File: src/vin_cfg_params.svh
// constants for the input threshold and fault configuration block
// ---------------------------------------------------------------
// How it works
// - turn-on word has exponent -2, default 18, accepts 17 to 31
// - written turn-off value is rounded to the nearest 0.25 V step
// - out-of-range turn-off write keeps old value, flags error, raises alert
// - writes leaving turn-on not above turn-off are rejected with flags and alert
// - turn-off default 16, accepts 16 to 30, exponent fixed at -2
// - turn-off word is 5-bit exponent, 11-bit mantissa, top four bits fixed
// - calibration offset, default zero, corrects reported current and fault limits
// - offset is 62.5 mA steps from +3.9375 A to -4 A, out-of-range aliases
// - offset exponent -4, writable sign, sign copies, six writable low bits
// - thresholds, offset and overvoltage action are copied on store-all command
// - overvoltage fault sets byte, word and output flags and raises alert
// - as loop follower, overvoltage action access is refused, reports invalid command
// - default overvoltage action shuts down and restarts after seven rise periods
// - select bit 0 keeps running with flags; 1 shuts down, and retries only with retry code 111
// - only retry codes 000 and 111 accepted; others rejected with flags
// - delay bits read as copies of top retry bit; 111 waits seven periods
// ---------------------------------------------------------------
`ifndef VIN_CFG_PARAMS_SVH
`define VIN_CFG_PARAMS_SVH

// command codes
`define CMD_CLEAR_STATUS 8'h03
`define CMD_STORE_ALL 8'h11
`define CMD_VIN_ON 8'h35
`define CMD_INPUT_STOP_THRESHOLD 8'h36
`define CMD_CAL_OFFSET 8'h39
`define CMD_OV_ACTION 8'h41

// threshold words, counts of 0.25 V
`define THR_EXP 5'h1E
`define VIN_ON_RESET 7'h12
`define VIN_ON_MIN 7'h11
`define VIN_ON_MAX 7'h1F
`define INPUT_STOP_THRESHOLD_RESET 7'h10
`define INPUT_STOP_THRESHOLD_MIN 7'h10
`define INPUT_STOP_THRESHOLD_MAX 7'h1E

// calibration offset word, counts of 62.5 mA
`define CAL_EXP 5'h1C
`define CAL_SIGN_BIT 10
`define CAL_LOW_MSB 5

// overvoltage action byte
`define OV_SEL_BIT 7
`define OV_RETRY_MSB 5
`define OV_RETRY_LSB 3
`define OV_SEL_RESET 1'b1
`define OV_RETRY_RESET 1'b1
`define RETRY_PERIODS 3'h7

`endif

File: src/vin_cfg_pkg.sv
// types shared by the input threshold and fault configuration block
`default_nettype none

package vin_cfg_pkg;

    typedef struct packed {
        logic valid;
        logic write;
        logic [7:0] code;
        logic [15:0] data;
    } cmd_t;

    typedef struct packed {
        logic valid;
        logic nack;
        logic [15:0] data;
    } rsp_t;

    typedef struct packed {
        logic cml;
        logic invalid_data;
        logic invalid_command_fault;
        logic overvoltage_flag;
        logic output_voltage_word_flag;
        logic vout_overvoltage_flag;
    } status_t;

    typedef struct packed {
        logic [6:0] vin_on;
        logic [6:0] input_stop_threshold;
        logic [6:0] cal_offset;
        logic response_select;
        logic retry_setting;
    } nvm_image_t;

    typedef enum logic [1:0] {
        CONV_RUN,
        CONV_LATCHED,
        CONV_WAIT
    } conv_state_t;

endpackage

`default_nettype wire

File: src/vin_cfg.sv
// threshold, calibration offset and overvoltage action configuration
`timescale 1ns/1ps
`default_nettype none
`include "vin_cfg_params.svh"

module vin_cfg (
    // clock and reset
    input wire logic clk_i,
    input wire logic reset_i,
    // decoded command port and its answer
    input wire vin_cfg_pkg::cmd_t cmd_i,
    output vin_cfg_pkg::rsp_t rsp_o,
    // device context and fault events
    input wire logic loop_follower_i,
    input wire logic ov_fault_i,
    input wire logic rise_period_tick_i,
    // status and alert
    output vin_cfg_pkg::status_t status_o,
    output logic alert_n_o,
    // converter control
    output logic conv_enable_o,
    output logic soft_start_o,
    // stored settings
    output logic [6:0] vin_on_counts_o,
    output logic [6:0] input_stop_threshold_counts_o,
    output logic nvm_store_o,
    output vin_cfg_pkg::nvm_image_t nvm_image_o,
    // current correction, signed counts of 62.5 mA
    input wire logic signed [11:0] iout_raw_i,
    input wire logic signed [11:0] oc_fault_limit_i,
    input wire logic signed [11:0] oc_warn_limit_i,
    output logic signed [11:0] iout_corr_o,
    output logic signed [11:0] oc_fault_limit_corr_o,
    output logic signed [11:0] oc_warn_limit_corr_o
);
    import vin_cfg_pkg::*;

    // ---------------------------------------------------------------
    // decode helpers
    // ---------------------------------------------------------------
    // converts any linear word to 0.25 V counts, rounding to nearest;
    // negative or huge values saturate so the range check rejects them
    function automatic logic [6:0] quarter_counts(input logic [15:0] w);
        logic signed [5:0] sh;
        logic [17:0] v;
        logic [4:0] rs;
        sh = $signed({w[15], w[15:11]}) + 6'sh02;
        rs = 5'(-sh);
        if (w[10]) begin
            v = 18'h00000;
        end else if (sh >= 6'sh00) begin
            v = (sh > 6'sh06) ? 18'h3FFFF : 18'({7'h00, w[10:0]} << sh[2:0]);
        end else begin
            v = 18'(({7'h00, w[10:0]} + (18'h00001 << (rs - 5'h01))) >> rs);
        end
        quarter_counts = (v > 18'h0007F) ? 7'h7F : v[6:0];
    endfunction

    function automatic logic known_code(input logic [7:0] c);
        known_code = (c == `CMD_CLEAR_STATUS) || (c == `CMD_STORE_ALL) || (c == `CMD_VIN_ON) ||
                     (c == `CMD_INPUT_STOP_THRESHOLD) || (c == `CMD_CAL_OFFSET) || (c == `CMD_OV_ACTION);
    endfunction

    // ---------------------------------------------------------------
    // command classification
    // ---------------------------------------------------------------
    logic [6:0] wr_q;
    logic refused;
    logic wr_on;
    logic wr_off;
    logic wr_cal;
    logic wr_ov;
    logic on_bad;
    logic off_bad;
    logic ov_bad;
    logic clear_req;
    logic store_req;

    assign wr_q = quarter_counts(cmd_i.data);

    always_comb begin
        refused = cmd_i.valid && (!known_code(cmd_i.code) ||
                  (loop_follower_i && cmd_i.code == `CMD_OV_ACTION));
        wr_on = cmd_i.valid && cmd_i.write && !refused && cmd_i.code == `CMD_VIN_ON;
        wr_off = cmd_i.valid && cmd_i.write && !refused && cmd_i.code == `CMD_INPUT_STOP_THRESHOLD;
        wr_cal = cmd_i.valid && cmd_i.write && !refused && cmd_i.code == `CMD_CAL_OFFSET;
        wr_ov = cmd_i.valid && cmd_i.write && !refused && cmd_i.code == `CMD_OV_ACTION;
        clear_req = cmd_i.valid && cmd_i.write && cmd_i.code == `CMD_CLEAR_STATUS;
        store_req = cmd_i.valid && cmd_i.write && cmd_i.code == `CMD_STORE_ALL;
        on_bad = wr_on && (wr_q < `VIN_ON_MIN || wr_q > `VIN_ON_MAX || wr_q <= input_stop_threshold_counts_o);
        off_bad = wr_off && (wr_q < `INPUT_STOP_THRESHOLD_MIN || wr_q > `INPUT_STOP_THRESHOLD_MAX || wr_q >= vin_on_counts_o);
        ov_bad = wr_ov && cmd_i.data[`OV_RETRY_MSB:`OV_RETRY_LSB] != 3'h0 &&
                 cmd_i.data[`OV_RETRY_MSB:`OV_RETRY_LSB] != 3'h7;
    end

    // ---------------------------------------------------------------
    // stored settings
    // ---------------------------------------------------------------
    logic cal_sign_r;
    logic [5:0] cal_low_r;
    logic ov_sel_r;
    logic ov_retry_r;

    always_ff @(posedge clk_i) begin
        if (reset_i) begin
            vin_on_counts_o <= `VIN_ON_RESET;
            input_stop_threshold_counts_o <= `INPUT_STOP_THRESHOLD_RESET;
        end else begin
            if (wr_on && !on_bad) begin
                vin_on_counts_o <= wr_q;
            end
            if (wr_off && !off_bad) begin
                input_stop_threshold_counts_o <= wr_q;
            end
        end
    end

    // only sign and low six bits are kept, so wider values alias
    always_ff @(posedge clk_i) begin
        if (reset_i) begin
            cal_sign_r <= 1'b0;
            cal_low_r <= 6'h00;
        end else if (wr_cal) begin
            cal_sign_r <= cmd_i.data[`CAL_SIGN_BIT];
            cal_low_r <= cmd_i.data[`CAL_LOW_MSB:0];
        end
    end

    // three equal retry bits mean one stored bit
    always_ff @(posedge clk_i) begin
        if (reset_i) begin
            ov_sel_r <= `OV_SEL_RESET;
            ov_retry_r <= `OV_RETRY_RESET;
        end else if (wr_ov && !ov_bad) begin
            ov_sel_r <= cmd_i.data[`OV_SEL_BIT];
            ov_retry_r <= cmd_i.data[`OV_RETRY_MSB];
        end
    end

    // ---------------------------------------------------------------
    // command answer
    // ---------------------------------------------------------------
    logic [15:0] rd_data;

    always_comb begin
        unique case (cmd_i.code)
            `CMD_VIN_ON: rd_data = {`THR_EXP, 4'h0, vin_on_counts_o};
            `CMD_INPUT_STOP_THRESHOLD: rd_data = {`THR_EXP, 4'h0, input_stop_threshold_counts_o};
            `CMD_CAL_OFFSET: rd_data = {`CAL_EXP, cal_sign_r, {4{cal_sign_r}}, cal_low_r};
            `CMD_OV_ACTION: rd_data = {8'h00, ov_sel_r, 1'b0, {3{ov_retry_r}}, {3{ov_retry_r}}};
            default: rd_data = 16'h0000;
        endcase
    end

    always_ff @(posedge clk_i) begin
        if (reset_i) begin
            rsp_o <= '0;
        end else begin
            rsp_o.valid <= cmd_i.valid;
            rsp_o.nack <= refused;
            rsp_o.data <= (cmd_i.valid && !cmd_i.write && !refused) ? rd_data : 16'h0000;
        end
    end

    // ---------------------------------------------------------------
    // status flags and alert
    // ---------------------------------------------------------------
    logic bad_data;

    assign bad_data = on_bad || off_bad || ov_bad;

    // a new event in the clearing cycle survives the clear
    always_ff @(posedge clk_i) begin
        if (reset_i) begin
            status_o <= '0;
        end else begin
            status_o.cml <= bad_data || (status_o.cml && !clear_req);
            status_o.invalid_data <= bad_data || (status_o.invalid_data && !clear_req);
            status_o.invalid_command_fault <= refused || (status_o.invalid_command_fault && !clear_req);
            status_o.overvoltage_flag <= ov_fault_i || (status_o.overvoltage_flag && !clear_req);
            status_o.output_voltage_word_flag <= ov_fault_i ||
                (status_o.output_voltage_word_flag && !clear_req);
            status_o.vout_overvoltage_flag <= ov_fault_i || (status_o.vout_overvoltage_flag && !clear_req);
        end
    end

    // one cycle behind the flags; the pin is open drain outside
    always_ff @(posedge clk_i) begin
        if (reset_i) begin
            alert_n_o <= 1'b1;
        end else begin
            alert_n_o <= ~|status_o;
        end
    end

    // ---------------------------------------------------------------
    // overvoltage response sequencing
    // ---------------------------------------------------------------
    conv_state_t state_r;
    logic [2:0] period_cnt_r;

    always_ff @(posedge clk_i) begin
        if (reset_i) begin
            state_r <= CONV_RUN;
            period_cnt_r <= 3'h0;
            conv_enable_o <= 1'b1;
            soft_start_o <= 1'b0;
        end else begin
            soft_start_o <= 1'b0;
            unique case (state_r)
                CONV_RUN: begin
                    if (ov_fault_i && ov_sel_r) begin
                        conv_enable_o <= 1'b0;
                        period_cnt_r <= 3'h0;
                        state_r <= ov_retry_r ? CONV_WAIT : CONV_LATCHED;
                    end
                end
                CONV_LATCHED: begin
                    if (clear_req) begin
                        conv_enable_o <= 1'b1;
                        soft_start_o <= 1'b1;
                        state_r <= CONV_RUN;
                    end
                end
                CONV_WAIT: begin
                    if (rise_period_tick_i) begin
                        if (period_cnt_r == `RETRY_PERIODS - 3'h1) begin
                            conv_enable_o <= 1'b1;
                            soft_start_o <= 1'b1;
                            state_r <= CONV_RUN;
                        end else begin
                            period_cnt_r <= period_cnt_r + 3'h1;
                        end
                    end
                end
                default: state_r <= CONV_RUN;
            endcase
        end
    end

    // ---------------------------------------------------------------
    // nonvolatile copy and current correction
    // ---------------------------------------------------------------
    always_ff @(posedge clk_i) begin
        if (reset_i) begin
            nvm_store_o <= 1'b0;
            nvm_image_o <= '0;
        end else begin
            nvm_store_o <= store_req;
            if (store_req) begin
                nvm_image_o <= {vin_on_counts_o, input_stop_threshold_counts_o, cal_sign_r, cal_low_r, ov_sel_r, ov_retry_r};
            end
        end
    end

    logic signed [11:0] cal_value;

    assign cal_value = $signed({{6{cal_sign_r}}, cal_low_r});

    always_ff @(posedge clk_i) begin
        if (reset_i) begin
            iout_corr_o <= 12'sh000;
            oc_fault_limit_corr_o <= 12'sh000;
            oc_warn_limit_corr_o <= 12'sh000;
        end else begin
            iout_corr_o <= iout_raw_i + cal_value;
            oc_fault_limit_corr_o <= oc_fault_limit_i + cal_value;
            oc_warn_limit_corr_o <= oc_warn_limit_i + cal_value;
        end
    end

    // ---------------------------------------------------------------
    // checks
    // ---------------------------------------------------------------
    a_off_range_keep: assert property (@(posedge clk_i) disable iff (reset_i)
        wr_off && (wr_q < `INPUT_STOP_THRESHOLD_MIN || wr_q > `INPUT_STOP_THRESHOLD_MAX) |=> $stable(input_stop_threshold_counts_o) && status_o.cml)
        else $error("out-of-range turn-off write changed value or left no flag");
    a_on_above_off: assert property (@(posedge clk_i) disable iff (reset_i)
        vin_on_counts_o > input_stop_threshold_counts_o)
        else $error("turn-on threshold not above turn-off");
    a_cal_readback: assert property (@(posedge clk_i) disable iff (reset_i)
        cmd_i.valid && !cmd_i.write && cmd_i.code == `CMD_CAL_OFFSET |=>
        rsp_o.data[15:11] == `CAL_EXP && rsp_o.data[9:6] == {4{rsp_o.data[10]}})
        else $error("offset readback fixed bits wrong");
    a_ov_flags_set: assert property (@(posedge clk_i) disable iff (reset_i)
        ov_fault_i |=> status_o.overvoltage_flag && status_o.output_voltage_word_flag ##1 !alert_n_o)
        else $error("overvoltage fault flags or alert missing");
    a_follower_nack: assert property (@(posedge clk_i) disable iff (reset_i)
        cmd_i.valid && loop_follower_i && cmd_i.code == `CMD_OV_ACTION |=>
        rsp_o.nack && status_o.invalid_command_fault && $stable(ov_sel_r))
        else $error("follower access to overvoltage action not refused");
    a_ignore_keeps_run: assert property (@(posedge clk_i) disable iff (reset_i)
        state_r == CONV_RUN && ov_fault_i && !ov_sel_r |=> conv_enable_o && state_r == CONV_RUN)
        else $error("ignore mode shut the converter down");
    a_retry_reject: assert property (@(posedge clk_i) disable iff (reset_i)
        ov_bad |=> $stable(ov_retry_r) && status_o.invalid_data)
        else $error("bad retry code accepted");
    a_store_pulse: assert property (@(posedge clk_i) disable iff (reset_i)
        store_req && !$past(store_req) |=> nvm_store_o && nvm_image_o.input_stop_threshold == $past(input_stop_threshold_counts_o))
        else $error("store-all did not copy settings");
    a_restart_source: assert property (@(posedge clk_i) disable iff (reset_i)
        soft_start_o |-> $past(state_r) != CONV_RUN && conv_enable_o)
        else $error("soft start without prior shutdown");

endmodule // vin_cfg

`default_nettype wire

File: config.mk
export PLATFORM = sky130hd
export DESIGN_NAME = vin_cfg
export DESIGN_NICKNAME = d
export VERILOG_FILES = /design/src/vin_cfg_pkg.sv /design/src/vin_cfg.sv
export VERILOG_INCLUDE_DIRS = /design/src
export SDC_FILE = /design/constraint.sdc
export NUM_CORES = 1
export LEC_CHECK = 0
export BUFFER_PORTS_ARGS = -buffer_cell sky130_fd_sc_hd__buf_2
export CORE_UTILIZATION = 50
export DETAILED_ROUTE_END_ITERATION = 16
export PLACE_DENSITY = 0.84
export SLEW_MARGIN = 20
export SYNTH_ARGS = -nofsm -noshare
export SYNTH_HDL_FRONTEND = slang
export SYNTH_SLANG_ARGS = --single-unit
File: constraint.sdc
create_clock -name clk_i -period 22.1 [get_ports clk_i]
set_clock_uncertainty 0.2 [all_clocks]
set_input_delay 0 -clock clk_i [delete_from_list [all_inputs] [get_ports clk_i]]
set_output_delay 0 -clock clk_i [all_outputs]
set_load 0.02 [all_outputs]
# After elaboration in Yosys (flattened, before gate mapping)
# Cells that the tools add are included.
# word_totals
regBits	115
input_bits	67
out_inout_bits	101
word_cells	150
# classes
order_cmp	9
n_shift	3
eq_ne	15
addsub	8
n_reduce_logical	61
n_mux	24
n_bitwise	1
# op_table
operator	count
$pmux 16 s4	1
$mux 18	3
$add 12x7->12	3
$logic_and 1x1->1	26
$eq 8x6->1 const B	3
$add 11x18->18	1
$gt 18x7->1 const B	1
$logic_or 1x1->1	18
$shl 1x5->18 const A	1
$shl 11x3->18	1
$shr 18x5->18	1
$gt 7x5->1 const B	2
$lt 7x5->1 const B	2
$mux 2	5
$ne 2x2->1 const B	5
$mux 3	3
$eq 8x2->1 const B	1
$eq 8x5->1 const B	1
$eq 8x7->1 const B	1
$logic_not 1->1	8
$reduce_and 4->1	2
$ge 7x7->1	1
$le 7x7->1	1
$mux 1	7
22 further kinds	23

# Longest topological paths before layout
# logic_depth
depth_word	17
depth_mapped	32
mapped_depth_nobuf	30

# Least setup slack after synthesis
# Ideal clock, no wire load.
# synth_path
path_kind	input to register
start	input port cmd_i[11] (netlist name)
end	register input_stop_threshold_counts_o[1]
path_stages	32
slack_ns	15.016
setup_ns	0.121
t_arrival_ns	6.763
cell_sequence	inv_1 clkbuf_1 ha_1 nor2b_1 buf_2 nand3_2 nand3_1 nor2_1 and2_1 ha_1 inv_1 fa_1 nand2b_1 a211oi_1 o21ai_0 a211oi_1 o22ai_1 nor4b_1 nor4_4 a21o_1 clkbuf_1 nand2_1 ha_1 a21o_1 a21o_1 a21o_1 a21o_1 a21o_1 a2111o_1 or4_1 buf_2 mux2_4
# synth_between
elab_chain_cells	16
word_cells_on_any_way	22
classes_between	4 x add/sub; 6 x order compare; 3 x shift; 4 x mux; 5 x reduce/logical
# synth_rtl
item	line	rtl
start: declaration	vin_cfg.sv:11	input wire vin_cfg_pkg::cmd_t cmd_i,
$add 5x3->6 (*)	vin_cfg.sv:47	sh = $signed({w[15], w[15:11]}) + 6'sh02;
$neg 5->5	vin_cfg.sv:48	rs = 5'(-sh);
$sub 5x1->5	vin_cfg.sv:54	v = 18'(({7'h00, w[10:0]} + (18'h00001 << (rs - 5'h01))) >> rs);
$shl 1x5->18	vin_cfg.sv:54	
$add 11x18->18	vin_cfg.sv:54	
$shr 18x5->18	vin_cfg.sv:54	
$mux 18 (*)	vin_cfg.sv:51	end else if (sh >= 6'sh00) begin
$mux 18 (*)	vin_cfg.sv:49	if (w[10]) begin
$gt 18x7->1	vin_cfg.sv:56	quarter_counts = (v > 18'h0007F) ? 7'h7F : v[6:0];
$mux 7 (*)	vin_cfg.sv:56	
net wr_q[1]	vin_cfg.sv:67	logic [6:0] wr_q;
$lt 7x5->1 (no source line) or $gt 7x5->1 (tied branches)	-	
$logic_or 1x1->1 (no source line)	-	
$logic_or 1x1->1	vin_cfg.sv:91	off_bad = wr_off && (wr_q < `INPUT_STOP_THRESHOLD_MIN || wr_q > `INPUT_STOP_THRESHOLD_MAX || wr_q >= vin_on_co ...
$logic_and 1x1->1	vin_cfg.sv:91	
$logic_not 1->1	vin_cfg.sv:112	if (wr_off && !off_bad) begin
$logic_and 1x1->1	vin_cfg.sv:112	
end signal: assignment	vin_cfg.sv:107	input_stop_threshold_counts_o <= `INPUT_STOP_THRESHOLD_RESET;
end signal: assignment	vin_cfg.sv:113	input_stop_threshold_counts_o <= wr_q;
end: declaration	vin_cfg.sv:25	output logic [6:0] input_stop_threshold_counts_o,
# Mark *: on every way through the listed nets, which the timed path passes. The rest lies on a longest branch.
# A chain may end at the register's enable or synchronous reset.

# Worst setup path after layout
# layout_path
start	input port cmd_i[11] (netlist name)
end	register input_stop_threshold_counts_o[1]
# layout_between
elab_chain_cells	16
word_cells_on_any_way	22
classes_between	4 x add/sub; 6 x order compare; 3 x shift; 4 x mux; 5 x reduce/logical
# layout_rtl
item	line
$add 5x3->6 (*)	vin_cfg.sv:47
$neg 5->5	vin_cfg.sv:48
$sub 5x1->5	vin_cfg.sv:54
$shl 1x5->18	vin_cfg.sv:54
$add 11x18->18	vin_cfg.sv:54
$shr 18x5->18	vin_cfg.sv:54
$mux 18 (*)	vin_cfg.sv:51
$mux 18 (*)	vin_cfg.sv:49
$gt 18x7->1	vin_cfg.sv:56
$mux 7 (*)	vin_cfg.sv:56
$lt 7x5->1 (no source line) or $gt 7x5->1 (tied branches)	-
$logic_or 1x1->1 (no source line)	-
$logic_or 1x1->1	vin_cfg.sv:91
$logic_and 1x1->1	vin_cfg.sv:91
$logic_not 1->1	vin_cfg.sv:112
$logic_and 1x1->1	vin_cfg.sv:112
# Mark *: on every way between the ends. The rest lies on a longest branch, timed or not.

==> flow_summary.ini <==
[die]
initial_core_util_pct = 51.52
core_area_um2 = 15940
pin_count = 168
die_x_um = 130.2
die_h_um = 130.2
num_rows = 46
fp.dieArea_um2 = 16940

[cts]
cts.clk_slew.worst_paths_ps = 80
numClockSinks = 110
ctsResizeCount = 0
clk_latency_ps = 350
numCtsBuffers = 9
clk_path_buf_depth = 2
h-tree-depth = 3
clock-root-buffer = clkbuf_16
cts_setup_buffers = 0
postCtsHoldBufs = 69
tritoncts = yes

[setup_path]
startpoint = cmd_i[11]
startpoint_type = input port
path_common_cell = a21o_1
cp_slowest_cell = ha_1
worst-r2r-cell-count = 12
r2r_setup_slack_ps = 17820
critical-path-top-delay-family = compound AO/OA/AOI/OAI gates
crit_fanout = 43
crit_buf_inv = 3
slowest_delay_ps = 950
crit_path_end_kind = flop
path_class = input port to flop
cp_data_required_time_ps = 22150
r2r_start = cal_low_r[1]$_SDFFE_PP0P_
crit_arrival_ps = 9310
r2r-end = iout_corr_o[11]$_SDFF_PP0_

[synth]
ys_types = 81
ys_ff_latch = 110
synth_edf_count = 0
synth_ff_type = dfxtp_1
yosys.area.top_type = dfxtp_1
yosys_warnings = 0
netlist_area_um2 = 8214
syn_nets = 1200
syn_avg_cell_area_um2 = 7.756
synthCells = 1059
asyncSetResetFlopFracSynth_pct = 0
yosys-top-cells-area = dfxtp_1 27%, ha_1 11%, nand2_1 6.3%
yosysTopAreaCellShare_pct = 26.81
synth-seq-area-share_pct = 26.81

[routing]
drt-total-wl_mm = 30.50
avgRoutedWirePerCell_um = 20.68
first_pass_iters = 6
antenna_left = 0
initialDrtViolationCount = 1047
via_per_inst = 6.260
drc = 0
dr_total_vias = 9233

[hold_path]
hold_class = input port to flop
holdPathStages = 6
holdPathEnd = ov_sel_r$_SDFFE_PP1P_
worstHoldStart = cmd_i[16]

[timing]
clock.fmax_ghz = 0.1079
hold_ws_ps = 45.34
fin_crit_sh_pct = 41.92
worst_pin_slew_ps = 987.4
rsz0062_at_grt = no
finalMaxSlewViolations = 0
finalHoldViolCount = 0
setup_viol = 0
fin_tns_setup_ps = 0
relSlewSlack_pct = 33.97
finalWorstPathRequiredPeriod_ps = 9265

[place]
hpwl_mm = 20.06
post-place-cells = 1387
gp_congestion = 1.016
port_buffers = 166

[cells_and_area]
fin_cells = 1475
syn_to_final_growth_pct = 23.06
nets = 1392
final_layout_size_suffix_gt1_share_pct = 16.96
fin_util_pct = 63.40

[grt]
antenna_found_initial = 6
grt_max_degree = 53
grt_pass1_vias = 8808
grt_pass1_wl_mm = 47.16
grtUsageTotal_pct = 36.04
grt-ovfl-total = 0

[run_status]
outcome = finished clean

[flow_run]
cap_violations = 0

[pwr]
p_leak_nw = 4.513
total_power_mw = 0.5167
cellPowerDensity_nw_per_um2 = 51.12
vdd_ir_drop_max_uv = 41.16
kinds of logic after synthesis:
| logic type | share of synthesized area, % |
|---|---|
| AO/OA/AOI/OAI | 23.75 |
| XOR/XNOR | 3.686 |
| adder cells (fa/ha/maj) | 11.64 |
| buffers and inverters | 5.682 |
| flip-flops | 26.81 |
| multiplexers | 5.194 |
| other | 0.04565 |
| AND/OR/NAND/NOR | 23.20 |
sequential cells by signal (all words and copies together) (netlist names):
signal / cells
iout_corr_o: 12
conv_enable_o: 1
oc_fault_limit_corr_o: 12
cal_sign_r: 1
ov_retry_r: 1
alert_n_o: 1
cal_low_r: 6
state_r: 2
period_cnt_r: 3
soft_start_o: 1
rsp_o: 13
nvm_store_o: 1
ov_sel_r: 1
input_stop_threshold_counts_o: 7
status_o: 6
oc_warn_limit_corr_o: 12
nvm_image_o: 23
vin_on_counts_o: 7
how the worst max path moves through the flow:
stage          cells after the start                                       endpoint  slack, ps
6_report                          30  input_stop_threshold_counts_o[1]$_SDFFE_PP0P_      12840
5_1_grt                           30  input_stop_threshold_counts_o[1]$_SDFFE_PP0P_      12290
3_5_place_dp                      30  input_stop_threshold_counts_o[1]$_SDFFE_PP0P_      12780
3_3_place_gp                      30  input_stop_threshold_counts_o[1]$_SDFFE_PP0P_      12890
4_1_cts                           30  input_stop_threshold_counts_o[1]$_SDFFE_PP0P_      13080
2_1_floorplan                     32  input_stop_threshold_counts_o[1]$_SDFFE_PP0P_      15020
where the power goes:
| part | leakage, nW | switching [mW] | internal [mW] |
|---|---|---|---|
| registers | 0.899 | 0.00230 | 0.204 |
| clock network | 0.151 | 0.0856 | 0.0820 |
| logic | 3.46 | 0.0894 | 0.0538 |
final cells by class:
class,instances,area [µm²]
Fill cell,1263,5834
Clock buffer,9,225.2
Timing Repair Buffer,238,1544
Tap cell,216,270.3
Inverter,60,225.2
Sequential cell,110,2202
Clock inverter,7,81.33
Antenna cell,3,7.507
Multi-Input combinational cell,832,5553
cells in the mapped netlist (all sizes together), types with 4 or more instances:
master,number
a21oi,91
o31ai,4
nor3,32
nor3b,7
buf,16
a21o,15
or4,4
mux2i,31
a22oi,7
or3,9
nor2b,17
o211ai,8
or2,7
a211oi,13
inv,58
nand4,8
ha,70
nand2b,12
and2,22
nand3b,6
xnor2,22
a2111oi,7
fa,4
a222oi,5
a31oi,13
dfxtp,110
xor2,10
nand2,137
and3,11
o21ai,57
a21boi,15
o22ai,8
clkbuf,41
mux2,6
a221o,4
nand3,24
nor4,7
nor2,85
cells in the final DEF (no fill, tap or decap), types with 15 or more instances in the layout:
cell type      netlist  routed
nand3_1             23      23
buf_2                7     166
nor2_1              85      85
nand2_1            137     137
xnor2_1             21      20
dfxtp_1            110     110
a21boi_0            15      15
a21oi_1             91      91
and2_1              22      22
nor2b_1             17      17
nor3_1              32      32
a21o_1              15      15
o21ai_0             56      56
dlygate4sd3_1        0      69
mux2i_1             31      31
inv_1               58      58
ha_1                70      70
worst register-to-register path, delay by kind of cell, from the launching register on:
family | cells | cell delay [ps]
AOI/OAI and AO/OA | 10 | 2530
DFF | 1 | 580
buffers and inverters | 1 | 600
adders and majority gates | 1 | 320
routing by layer:
| metal | vias up | GRT usage (%) | share of wire [%] |
|---|---|---|---|
| met5 | - | 0 | 0.11 |
| met4 | 6 | 21.14 | 5.7 |
| met3 | 149 | 9.881 | 9.0 |
| met2 | 599 | 60.23 | 47 |
| met1 | 4278 | 41.21 | 38 |
| li1 | 4201 | - | - |
per-stage QoR:
step | cell area [µm²] | setup WS [ps]
2_1_floorplan | 8214 | 15020
3_3_place_gp | 9104 | 12890
3_5_place_dp | 9104 | 12780
4_1_cts | 10100 | 13080
5_1_grt | 10100 | 12290
6_report | 10110 | 12840
No activity file was read; power rests on OpenSTA's default activity.
